[src/design/isp_consts.vh]
// Constants for the serial in-system programming host
// Overview of operation
// - Programming only while device reset is low, over clock, data-in and data-out pins.
// - After reset goes low, enable instruction goes first; nothing else before acceptance.
// - Each clock phase longer than 2 device cycles, or 3 at 12 MHz up.
// - Power-up with reset and clock low, then a reset pulse of two cycles.
// - Wait at least 20 ms after power-up before the enable instruction.
// - Device echoes 0x53 during third byte; all four bytes are always sent.
// - Missing echo: pulse reset high, then send a fresh enable instruction.
// - Flash written by page; loads pick the word by 6 low address bits.
// - For each flash word, load the low byte before the high byte.
// - Without polling, wait 4.5 ms after a flash page write.
// - Byte EEPROM write self-erases; without polling wait 9.0 ms after it.
// - EEPROM page loads use 2 low bits; page write uses 8 upper bits.
// - Releasing reset high ends programming and starts normal operation.
// - Without polling, wait 4.5 ms after fuse write, 9.0 ms after erase.
// - Busy poll byte bit 0 is 1 while busy; wait until it reads 0.
`ifndef ISP_CONSTS_VH
`define ISP_CONSTS_VH

// Clock rates
`define CLK_MHZ 32'd40
`define CLK_KHZ 32'd40000

// Wait times in microseconds
`define T_PWRUP_US 32'd20000
`define T_WD_FUSE_US 32'd4500
`define T_WD_FLASH_US 32'd4500
`define T_WD_EEPROM_US 32'd9000
`define T_WD_ERASE_US 32'd9000

// Least device clock cycles per serial clock phase, and per reset pulse
`define DEV_PHASE_CYC 32'd3
`define DEV_PULSE_CYC 32'd2

// Frame layout
`define FRAME_BITS 6'h20
`define BUSY_BIT 0

// Instruction bytes
`define I_PE 8'hac
`define I_PE_KEY 8'h53
`define I_ERASE 8'h80
`define I_POLL 8'hf0
`define I_LD_HI 8'h48
`define I_LD_LO 8'h40
`define I_LD_EE 8'hc1
`define I_RD_HI 8'h28
`define I_RD_LO 8'h20
`define I_RD_EE 8'ha0
`define I_RD_SIG 8'h30
`define I_RD_FUSE 8'h50
`define I_RD_LOCK 8'h58
`define I_WR_PAGE 8'h4c
`define I_WR_EE 8'hc0
`define I_WR_EE_PG 8'hc2
`define I_WR_LOCK 8'he0
`define I_WR_FUSE 8'ha0

// User command codes
`define OP_ERASE 4'h0
`define OP_POLL 4'h1
`define OP_LD_LO 4'h2
`define OP_LD_HI 4'h3
`define OP_LD_EE 4'h4
`define OP_RD_LO 4'h5
`define OP_RD_HI 4'h6
`define OP_RD_EE 4'h7
`define OP_WR_PAGE 4'h8
`define OP_WR_EE 4'h9
`define OP_WR_EE_PG 4'ha
`define OP_RD_SIG 4'hb
`define OP_RD_FUSE 4'hc
`define OP_WR_FUSE 4'hd
`define OP_RD_LOCK 4'he
`define OP_WR_LOCK 4'hf

`endif

[src/design/isp_sync2.v]
// Two-flop synchroniser for a level from outside the clock domain
`timescale 1ns/10ps
module isp_sync2 (
  input wire clk_sys,
  input wire rst_b,
  input wire d_in,
  output wire q_out
);
  reg meta_ff;
  reg sync_ff;

  // First flop feeds only the second
  always @(posedge clk_sys or negedge rst_b) begin
    if (!rst_b) begin
      meta_ff <= 1'b0;
      sync_ff <= 1'b0;
    end else begin
      meta_ff <= d_in;
      sync_ff <= meta_ff;
    end
  end

  assign q_out = sync_ff;
endmodule // isp_sync2

[src/design/isp_fifo2.v]
// Small buffer with valid and ready on both sides
`timescale 1ns/10ps
module isp_fifo2 #(
  parameter WIDTH = 8,
  parameter DEPTH = 2,
  parameter AW = 1
) (
  input wire clk_sys,
  input wire rst_b,
  input wire in_valid,
  output wire in_ready,
  input wire [WIDTH-1:0] in_data,
  output wire out_valid,
  input wire out_ready,
  output wire [WIDTH-1:0] out_data
);
  reg [WIDTH-1:0] mem_ff [0:DEPTH-1];
  reg [AW-1:0] wr_ptr_ff;
  reg [AW-1:0] rd_ptr_ff;
  reg [AW:0] count_ff;
  wire do_wr;
  wire do_rd;

  // Honest full and empty from the occupancy count
  assign in_ready = (count_ff != DEPTH[AW:0]);
  assign out_valid = (count_ff != {(AW+1){1'b0}});
  assign do_wr = in_valid & in_ready;
  assign do_rd = out_valid & out_ready;
  assign out_data = mem_ff[rd_ptr_ff];

  // Pointer and count upkeep
  always @(posedge clk_sys or negedge rst_b) begin
    if (!rst_b) begin
      wr_ptr_ff <= {AW{1'b0}};
      rd_ptr_ff <= {AW{1'b0}};
      count_ff <= {(AW+1){1'b0}};
    end else begin
      if (do_wr) begin
        wr_ptr_ff <= (wr_ptr_ff == DEPTH[AW-1:0] - 1'b1) ? {AW{1'b0}} : wr_ptr_ff + 1'b1;
      end
      if (do_rd) begin
        rd_ptr_ff <= (rd_ptr_ff == DEPTH[AW-1:0] - 1'b1) ? {AW{1'b0}} : rd_ptr_ff + 1'b1;
      end
      if (do_wr && !do_rd) begin
        count_ff <= count_ff + 1'b1;
      end else if (do_rd && !do_wr) begin
        count_ff <= count_ff - 1'b1;
      end
    end
  end

  // Storage, one entry per slot
  genvar i;
  generate
    for (i = 0; i < DEPTH; i = i + 1) begin : g_slot
      always @(posedge clk_sys or negedge rst_b) begin
        if (!rst_b) begin
          mem_ff[i] <= {WIDTH{1'b0}};
        end else if (do_wr && wr_ptr_ff == i) begin
          mem_ff[i] <= in_data;
        end
      end
    end
  endgenerate
endmodule // isp_fifo2

[src/design/isp_host.v]
// Serial programming host: drives device reset, serial clock and data pins
`include "isp_consts.vh"
`timescale 1ns/10ps
module isp_host #(
  parameter [31:0] DEV_KHZ = 32'd8000,
  parameter [31:0] PWRUP_CYC = `T_PWRUP_US * `CLK_MHZ,
  parameter [31:0] WD_SHORT_CYC = `T_WD_FLASH_US * `CLK_MHZ,
  parameter [31:0] WD_LONG_CYC = `T_WD_EEPROM_US * `CLK_MHZ,
  parameter [3:0] MAX_RETRY = 4'h8,
  parameter RSP_DEPTH = 2,
  parameter RSP_AW = 1
) (
  input wire clk_sys,
  input wire rst_b,
  input wire session_en,
  input wire use_poll,
  input wire cmd_valid,
  output wire cmd_ready,
  input wire [3:0] cmd_op,
  input wire [15:0] cmd_addr,
  input wire [7:0] cmd_data,
  output reg cmd_err_ff,
  output wire rsp_valid,
  input wire rsp_ready,
  output wire [7:0] rsp_data,
  output reg prog_enabled_ff,
  output reg sync_err_ff,
  output wire busy,
  output reg dev_rst_b_ff,
  output reg sck_ff,
  output reg mosi_ff,
  input wire miso
);
  // Serial clock half period: strictly above three device cycles
  localparam [31:0] HALF_CYC = (`DEV_PHASE_CYC * `CLK_KHZ) / DEV_KHZ + 32'd1;
  localparam [31:0] PULSE_CYC = (`DEV_PULSE_CYC * `CLK_KHZ) / DEV_KHZ + 32'd1;

  // One-hot states
  localparam [7:0] S_OFF = 8'h01;
  localparam [7:0] S_PREP = 8'h02;
  localparam [7:0] S_PULSE = 8'h04;
  localparam [7:0] S_SETTLE = 8'h08;
  localparam [7:0] S_IDLE = 8'h10;
  localparam [7:0] S_SHIFT = 8'h20;
  localparam [7:0] S_DONE = 8'h40;
  localparam [7:0] S_WAIT = 8'h80;

  // Frame kinds
  localparam [1:0] K_PE = 2'd0;
  localparam [1:0] K_USER = 2'd1;
  localparam [1:0] K_POLL = 2'd2;

  // Wait classes after a write
  localparam [1:0] W_NONE = 2'd0;
  localparam [1:0] W_SHORT = 2'd1;
  localparam [1:0] W_LONG = 2'd2;

  reg [7:0] state_ff;
  reg [1:0] kind_ff;
  reg [15:0] hcnt_ff;
  reg [5:0] bcnt_ff;
  reg [31:0] tx_ff;
  reg [31:0] rx_ff;
  reg [23:0] wcnt_ff;
  reg [3:0] retry_ff;
  reg rd_ff;
  reg [1:0] wait_ff;
  reg lo_vld_ff;
  reg [5:0] lo_addr_ff;
  reg push_ff;
  reg [7:0] push_data_ff;
  reg [31:0] frame;
  reg is_read;
  reg [1:0] wait_kind;
  reg order_bad;
  wire miso_s;
  wire buf_in_ready;
  wire take;

  // Data-out pin is asynchronous to clk_sys
  isp_sync2 u_sync (
    .clk_sys(clk_sys),
    .rst_b(rst_b),
    .d_in(miso),
    .q_out(miso_s)
  );

  // Read results queue; a stalled consumer holds off new reads
  isp_fifo2 #(
    .WIDTH(8),
    .DEPTH(RSP_DEPTH),
    .AW(RSP_AW)
  ) u_rsp (
    .clk_sys(clk_sys),
    .rst_b(rst_b),
    .in_valid(push_ff),
    .in_ready(buf_in_ready),
    .in_data(push_data_ff),
    .out_valid(rsp_valid),
    .out_ready(rsp_ready),
    .out_data(rsp_data)
  );

  // Build the four-byte frame for the user command
  always @* begin
    frame = 32'h0;
    is_read = 1'b0;
    wait_kind = W_NONE;
    order_bad = 1'b0;
    case (cmd_op)
      `OP_ERASE: begin
        frame = {`I_PE, `I_ERASE, 16'h0};
        wait_kind = W_LONG;
      end
      `OP_POLL: begin
        frame = {`I_POLL, 24'h0};
        is_read = 1'b1;
      end
      `OP_LD_LO: begin
        frame = {`I_LD_LO, 8'h0, 2'b00, cmd_addr[5:0], cmd_data};
      end
      `OP_LD_HI: begin
        frame = {`I_LD_HI, 8'h0, 2'b00, cmd_addr[5:0], cmd_data};
        order_bad = ~lo_vld_ff | (lo_addr_ff != cmd_addr[5:0]);
      end
      `OP_LD_EE: begin
        frame = {`I_LD_EE, 8'h0, 6'h0, cmd_addr[1:0], cmd_data};
      end
      `OP_RD_LO: begin
        frame = {`I_RD_LO, cmd_addr, 8'h0};
        is_read = 1'b1;
      end
      `OP_RD_HI: begin
        frame = {`I_RD_HI, cmd_addr, 8'h0};
        is_read = 1'b1;
      end
      `OP_RD_EE: begin
        frame = {`I_RD_EE, 6'h0, cmd_addr[9:0], 8'h0};
        is_read = 1'b1;
      end
      `OP_WR_PAGE: begin
        frame = {`I_WR_PAGE, cmd_addr, 8'h0};
        wait_kind = W_SHORT;
      end
      `OP_WR_EE: begin
        frame = {`I_WR_EE, 6'h0, cmd_addr[9:0], cmd_data};
        wait_kind = W_LONG;
      end
      `OP_WR_EE_PG: begin
        frame = {`I_WR_EE_PG, 6'h0, cmd_addr[9:2], 2'b00, 8'h0};
        wait_kind = W_LONG;
      end
      `OP_RD_SIG: begin
        frame = {`I_RD_SIG, 8'h0, 6'h0, cmd_addr[1:0], 8'h0};
        is_read = 1'b1;
      end
      `OP_RD_FUSE: begin
        frame = {`I_RD_FUSE, 8'h0, 16'h0};
        is_read = 1'b1;
      end
      `OP_WR_FUSE: begin
        frame = {`I_PE, `I_WR_FUSE, 8'h0, cmd_data};
        wait_kind = W_SHORT;
      end
      `OP_RD_LOCK: begin
        frame = {`I_RD_LOCK, 8'h0, 16'h0};
        is_read = 1'b1;
      end
      default: begin
        frame = {`I_PE, `I_WR_LOCK, 8'h0, cmd_data};
        wait_kind = W_SHORT;
      end
    endcase
  end

  // Commands only in idle; reads need room, counting an answer still on its way in
  assign cmd_ready = (state_ff == S_IDLE) & (~is_read | (buf_in_ready & ~push_ff));
  assign take = cmd_valid & cmd_ready;
  assign busy = (state_ff != S_IDLE) & (state_ff != S_OFF);

  // Load a frame into the shifter with the clock low
  task start_frame;
    input [31:0] f;
    input [1:0] k;
    begin
      tx_ff <= f;
      mosi_ff <= f[31];
      bcnt_ff <= 6'h0;
      hcnt_ff <= HALF_CYC[15:0] - 16'h1;
      sck_ff <= 1'b0;
      kind_ff <= k;
      state_ff <= S_SHIFT;
    end
  endtask

  // Session sequencer and serial shifter
  always @(posedge clk_sys or negedge rst_b) begin
    if (!rst_b) begin
      state_ff <= S_OFF;
      kind_ff <= K_PE;
      hcnt_ff <= 16'h0;
      bcnt_ff <= 6'h0;
      tx_ff <= 32'h0;
      rx_ff <= 32'h0;
      wcnt_ff <= 24'h0;
      retry_ff <= 4'h0;
      rd_ff <= 1'b0;
      wait_ff <= W_NONE;
      lo_vld_ff <= 1'b0;
      lo_addr_ff <= 6'h0;
      push_ff <= 1'b0;
      push_data_ff <= 8'h0;
      cmd_err_ff <= 1'b0;
      prog_enabled_ff <= 1'b0;
      sync_err_ff <= 1'b0;
      dev_rst_b_ff <= 1'b1;
      sck_ff <= 1'b0;
      mosi_ff <= 1'b0;
    end else begin
      push_ff <= 1'b0;
      cmd_err_ff <= 1'b0;
      if (!session_en && state_ff != S_OFF) begin
        // Release reset: device leaves programming and runs
        dev_rst_b_ff <= 1'b1;
        sck_ff <= 1'b0;
        mosi_ff <= 1'b0;
        prog_enabled_ff <= 1'b0;
        lo_vld_ff <= 1'b0;
        state_ff <= S_OFF;
      end else begin
        case (state_ff)
          S_OFF: begin
            if (session_en) begin
              dev_rst_b_ff <= 1'b0;
              sck_ff <= 1'b0;
              sync_err_ff <= 1'b0;
              retry_ff <= 4'h0;
              wcnt_ff <= PULSE_CYC[23:0];
              state_ff <= S_PREP;
            end
          end
          S_PREP: begin
            // Clock is low; now give reset a positive pulse
            if (wcnt_ff == 24'h0) begin
              dev_rst_b_ff <= 1'b1;
              wcnt_ff <= PULSE_CYC[23:0];
              state_ff <= S_PULSE;
            end else begin
              wcnt_ff <= wcnt_ff - 24'h1;
            end
          end
          S_PULSE: begin
            if (wcnt_ff == 24'h0) begin
              dev_rst_b_ff <= 1'b0;
              prog_enabled_ff <= 1'b0;
              wcnt_ff <= PWRUP_CYC[23:0];
              state_ff <= S_SETTLE;
            end else begin
              wcnt_ff <= wcnt_ff - 24'h1;
            end
          end
          S_SETTLE: begin
            if (wcnt_ff == 24'h0) begin
              start_frame({`I_PE, `I_PE_KEY, 16'h0}, K_PE);
            end else begin
              wcnt_ff <= wcnt_ff - 24'h1;
            end
          end
          S_IDLE: begin
            if (take) begin
              if (!prog_enabled_ff || (cmd_op == `OP_LD_HI && order_bad)) begin
                cmd_err_ff <= 1'b1;
              end else begin
                if (cmd_op == `OP_LD_LO) begin
                  lo_vld_ff <= 1'b1;
                  lo_addr_ff <= cmd_addr[5:0];
                end else if (cmd_op == `OP_LD_HI || cmd_op == `OP_WR_PAGE) begin
                  lo_vld_ff <= 1'b0;
                end
                rd_ff <= is_read;
                wait_ff <= wait_kind;
                start_frame(frame, K_USER);
              end
            end
          end
          S_SHIFT: begin
            if (hcnt_ff != 16'h0) begin
              hcnt_ff <= hcnt_ff - 16'h1;
            end else if (!sck_ff) begin
              sck_ff <= 1'b1;
              hcnt_ff <= HALF_CYC[15:0] - 16'h1;
            end else begin
              // Sample before the falling edge; device changes after it
              sck_ff <= 1'b0;
              rx_ff <= {rx_ff[30:0], miso_s};
              tx_ff <= {tx_ff[30:0], 1'b0};
              mosi_ff <= tx_ff[30];
              hcnt_ff <= HALF_CYC[15:0] - 16'h1;
              if (bcnt_ff == `FRAME_BITS - 6'h1) begin
                state_ff <= S_DONE;
              end else begin
                bcnt_ff <= bcnt_ff + 6'h1;
              end
            end
          end
          S_DONE: begin
            mosi_ff <= 1'b0;
            case (kind_ff)
              K_PE: begin
                if (rx_ff[15:8] == `I_PE_KEY) begin
                  prog_enabled_ff <= 1'b1;
                  state_ff <= S_IDLE;
                end else if (retry_ff == MAX_RETRY) begin
                  sync_err_ff <= 1'b1;
                  state_ff <= S_IDLE;
                end else begin
                  retry_ff <= retry_ff + 4'h1;
                  dev_rst_b_ff <= 1'b1;
                  wcnt_ff <= PULSE_CYC[23:0];
                  state_ff <= S_PULSE;
                end
              end
              K_POLL: begin
                if (rx_ff[`BUSY_BIT]) begin
                  start_frame({`I_POLL, 24'h0}, K_POLL);
                end else begin
                  state_ff <= S_IDLE;
                end
              end
              default: begin
                if (rd_ff) begin
                  push_ff <= 1'b1;
                  push_data_ff <= rx_ff[7:0];
                end
                if (wait_ff == W_NONE) begin
                  state_ff <= S_IDLE;
                end else if (use_poll) begin
                  start_frame({`I_POLL, 24'h0}, K_POLL);
                end else begin
                  wcnt_ff <= (wait_ff == W_LONG) ? WD_LONG_CYC[23:0] : WD_SHORT_CYC[23:0];
                  state_ff <= S_WAIT;
                end
              end
            endcase
          end
          S_WAIT: begin
            if (wcnt_ff == 24'h0) begin
              state_ff <= S_IDLE;
            end else begin
              wcnt_ff <= wcnt_ff - 24'h1;
            end
          end
          default: begin
            state_ff <= S_OFF;
          end
        endcase
      end
    end
  end
endmodule // isp_host

[config.mk]
export PLATFORM = sky130hd
export DESIGN_NAME = isp_host
export DESIGN_NICKNAME = d
export VERILOG_FILES = /design/src/design/isp_sync2.v /design/src/design/isp_fifo2.v /design/src/design/isp_host.v
export VERILOG_INCLUDE_DIRS = /design/src /design/src/design
export SDC_FILE = /design/constraint.sdc
export NUM_CORES = 1
export LEC_CHECK = 0
export BUFFER_PORTS_ARGS = -buffer_cell sky130_fd_sc_hd__buf_2
export CORE_MARGIN = 2
export CORE_UTILIZATION = 32
export CTS_BUF_LIST = sky130_fd_sc_hd__clkbuf_8
export DETAILED_ROUTE_END_ITERATION = 16
export GPL_ROUTABILITY_DRIVEN = 0
export PLACE_DENSITY_LB_ADDON = 0.25
export SKIP_CTS_REPAIR_TIMING = 1
export SYNTH_ARGS = -nofsm -noshare
export SYNTH_HDL_FRONTEND = slang
export SYNTH_SLANG_ARGS = --single-unit
[constraint.sdc]
create_clock -name clk_sys -period 3.13 [get_ports clk_sys]
set_clock_uncertainty 0.05 [all_clocks]
set_input_delay 0.1565 -clock clk_sys [delete_from_list [all_inputs] [get_ports clk_sys]]
set_output_delay 0.1565 -clock clk_sys [all_outputs]
set_load 0.01 [all_outputs]
==> impl_metrics.yaml <==
clock_network:
  clk_pin_slew_worst_paths_ns: 0.10
  ctsRootBufferMaster: "clkbuf_8"
  insertion_delay_ns: 0.49
  cts_tree: "built"
  cts.sinks: 154
  htreeDepth: 4
  cts_buffers: 17
  clock_path_buffers: 2
sta:
  fin_ws_ns: 0.140
  relSlewSlack_pct: 43.5
  worstMarginPinSlew_ns: 0.847
  min_period_over_period_pct: 95.5
  rsz0062_at_grt: "true"
  finalHoldViolations: 0
  setup_viol: 0
  period_needed_ns: 2.99
  tns_ns: 0
  max_freq_mhz: 334
  whs_ns: 0.0278
  slew_viol_final: 0
floorplan:
  die_y_microns: 168
  fp-row-count: 60
  die_area_sq_um: 28200
  die_w_microns: 168
  io_pins: 52
  initial_utilization_pct: 32.3
  core_area_sq_um: 26700
yosys:
  synthFlopType: "dfrtp_1"
  ys_seq_area_share_pct: 44.8
  avgSynthCellArea_sq_um: 10.2
  yosysUniqueCellTypes: 75
  syn-num-nets: 887
  synthCells: 844
  synthTopCellsByArea: "dfrtp_1, mux2_2, mux2_4"
  async_reset_ff_share_pct: 100
  synth_edf_count: 0
  yosys.area.top_type: "dfrtp_1"
  synth-seq-cells: 154
  syn_area_sq_um: 8600
  yosysWarningCount: 0
  netlist.area_leader.share_pct: 44.2
critical_path:
  worstPathArrival_ns: 3.32
  path_max_fanout: 15
  required_ns: 3.46
  cp-end-kind: "flop"
  crit_path_start_kind: "flop"
  path_class: "flop to flop"
routing:
  drc: 0
  ant_nets: 0
  finalWirelength_microns: 22600
  viasPerCell: 5.39
  drt_first_pass_iters: 5
  avgRoutedWirePerCell_microns: 17.3
  vias: 7031
  drt_first_iter_violations: 500
final_layout:
  fin_area_sq_um: 10300
  fin_cells: 1305
  fin_util_pct: 38.5
  area_growth_pct: 19.4
  antenna_cells: 0
  fillers: 2640
  drive_above_1_share_pct: 25.8
  nets: 994
flow_run:
  drv_cap: 0
global_routing:
  grt_pass1_vias: 6919
  grt_max_degree: 85
  grt_pass1_wl_microns: 37100
  antenna_found_initial: 0
  globalRouteOverflowTotal: 0
  grtUsageTotal_pct: 16.4
run_status:
  status: "finished, final reports clean"
power_and_ir_drop:
  powerDensity_nw_per_um2: 509
  p_leak_nw: 4.73
  peakVddDrop_mv: 0.225
  p_total_mw: 5.23
placed_design:
  port_buffers: 51
  pre_cts_slack_ns: 0.0727
  dp_cells: 1247
  place_hpwl_microns: 15600
  dpl_cell_area_sq_um: 9550
min_path:
  hold_path.class: "input pin to flop"
sequential cells by signal, summed over array words and instances (netlist names), 4 cells and up:
signal and count:
bcnt_ff 6, hcnt_ff 16, lo_addr_ff 6, push_data_ff 8, retry_ff 4, rx_ff 16, state_ff 8, tx_ff 31
u_rsp.mem_ff 16, wcnt_ff 24
logic make-up (layout without fill, tap and decap cells):
group                    Yosys count  after routing  synth area share [%]
XOR/XNOR                          17             17                  1.73
buffers and inverters             74            194                  3.64
AO/OA/AOI/OAI                    244            244                  19.1
multiplexers                      89             89                  12.8
AND/OR/NAND/NOR                  258            258                  16.7
adder cells (fa/ha/maj)            8              8                  1.16
flip-flops                       154            154                  44.8
layer usage:
layer	GRT usage, %	routed length [microns]	vias to the layer above
met3	3.90	720	24
met2	25.7	10400	129
met4	4.20	242	0
met5	0	0	-
met1	22.9	11200	3473
li1	-	-	3405
layout by cell type (no fill, tap or decap), types with 5 or more instances in the layout:
cell / count
a21oi_1: 52
mux2_4: 28
o21ai_0: 62
buf_2: 50
ha_1: 8
nor4b_1: 5
or4_1: 13
o211ai_1: 6
a31oi_1: 8
and3_1: 6
nand4_1: 11
nand2b_1: 11
nor3b_1: 5
nand3_1: 19
dfrtp_1: 152
nor3_1: 25
a21o_1: 6
a22o_1: 24
or3_1: 7
nand3b_1: 7
xor2_1: 10
clkbuf_8: 17
a221o_1: 6
dlygate4sd3_1: 25
o31ai_1: 8
o22ai_1: 9
nand2_1: 48
nor4_1: 15
mux2_2: 57
clkinv_8: 6
nor2_1: 50
o2bb2ai_1: 14
inv_1: 27
a32o_1: 5
inv_8: 5
buf_4: 56
xnor2_1: 7
synthesized netlist by cell type (13+ instances only):
master	n
o2bb2ai_1	14
dfrtp_1	152
a21oi_1	52
nand2_1	48
a22o_1	24
nor2_1	50
mux2_4	28
inv_1	27
nand3_1	19
nor4_1	16
o21ai_0	62
nor3_1	25
mux2_2	57
clkbuf_1	32
or4_1	13
area by class of cell:
| type | count | area [sq um] | share of cell area, % |
|---|---|---|---|
| Timing Repair Buffer | 135 | 997 | 9.71 |
| Multi-Input combinational cell | 616 | 4460 | 43.5 |
| Tap cell | 341 | 427 | 4.16 |
| Clock inverter | 15 | 189 | 1.84 |
| Sequential cell | 154 | 3860 | 37.6 |
| Inverter | 27 | 101 | 0.987 |
| Clock buffer | 17 | 234 | 2.28 |
power breakdown:
group / switching [mW] / total [mW] / internal [mW]
clock network: 0.960 / 1.58 / 0.620
logic: 0.773 / 1.37 / 0.596
registers: 0.158 / 2.28 / 2.12
total: 1.89 / 5.23 / 3.34
worst max-delay path: stages (launching register included):
cell	delay (ns)
dfrtp_1	0.42
inv_1	0.11
ha_1	0.14
or3b_2	0.46
or4_4	0.54
or2_4	0.28
a21oi_4	0.21
nand3_4	0.14
clkbuf_16	0.23
mux2_4	0.30
path summary, 6_finish.rpt:
kind | slack, ns | end | cells after the start | start
max in group asynchronous | 1.87 | push_data_ff[1] | 3 | rst_b
min in group asynchronous | 0.24 | hcnt_ff[12] | 2 | rst_b
worst min register to register | 0.31 | u_sync.q_out | 0 | u_sync.meta_ff
worst max-delay path | 0.14 | tx_ff[21] | 9 | wcnt_ff[1]
worst min-delay path | 0.03 | tx_ff[7] | 3 | cmd_data[7]
worst max register to register | 0.14 | tx_ff[21] | 9 | wcnt_ff[1]
Power figures use the tool's default switching activity.
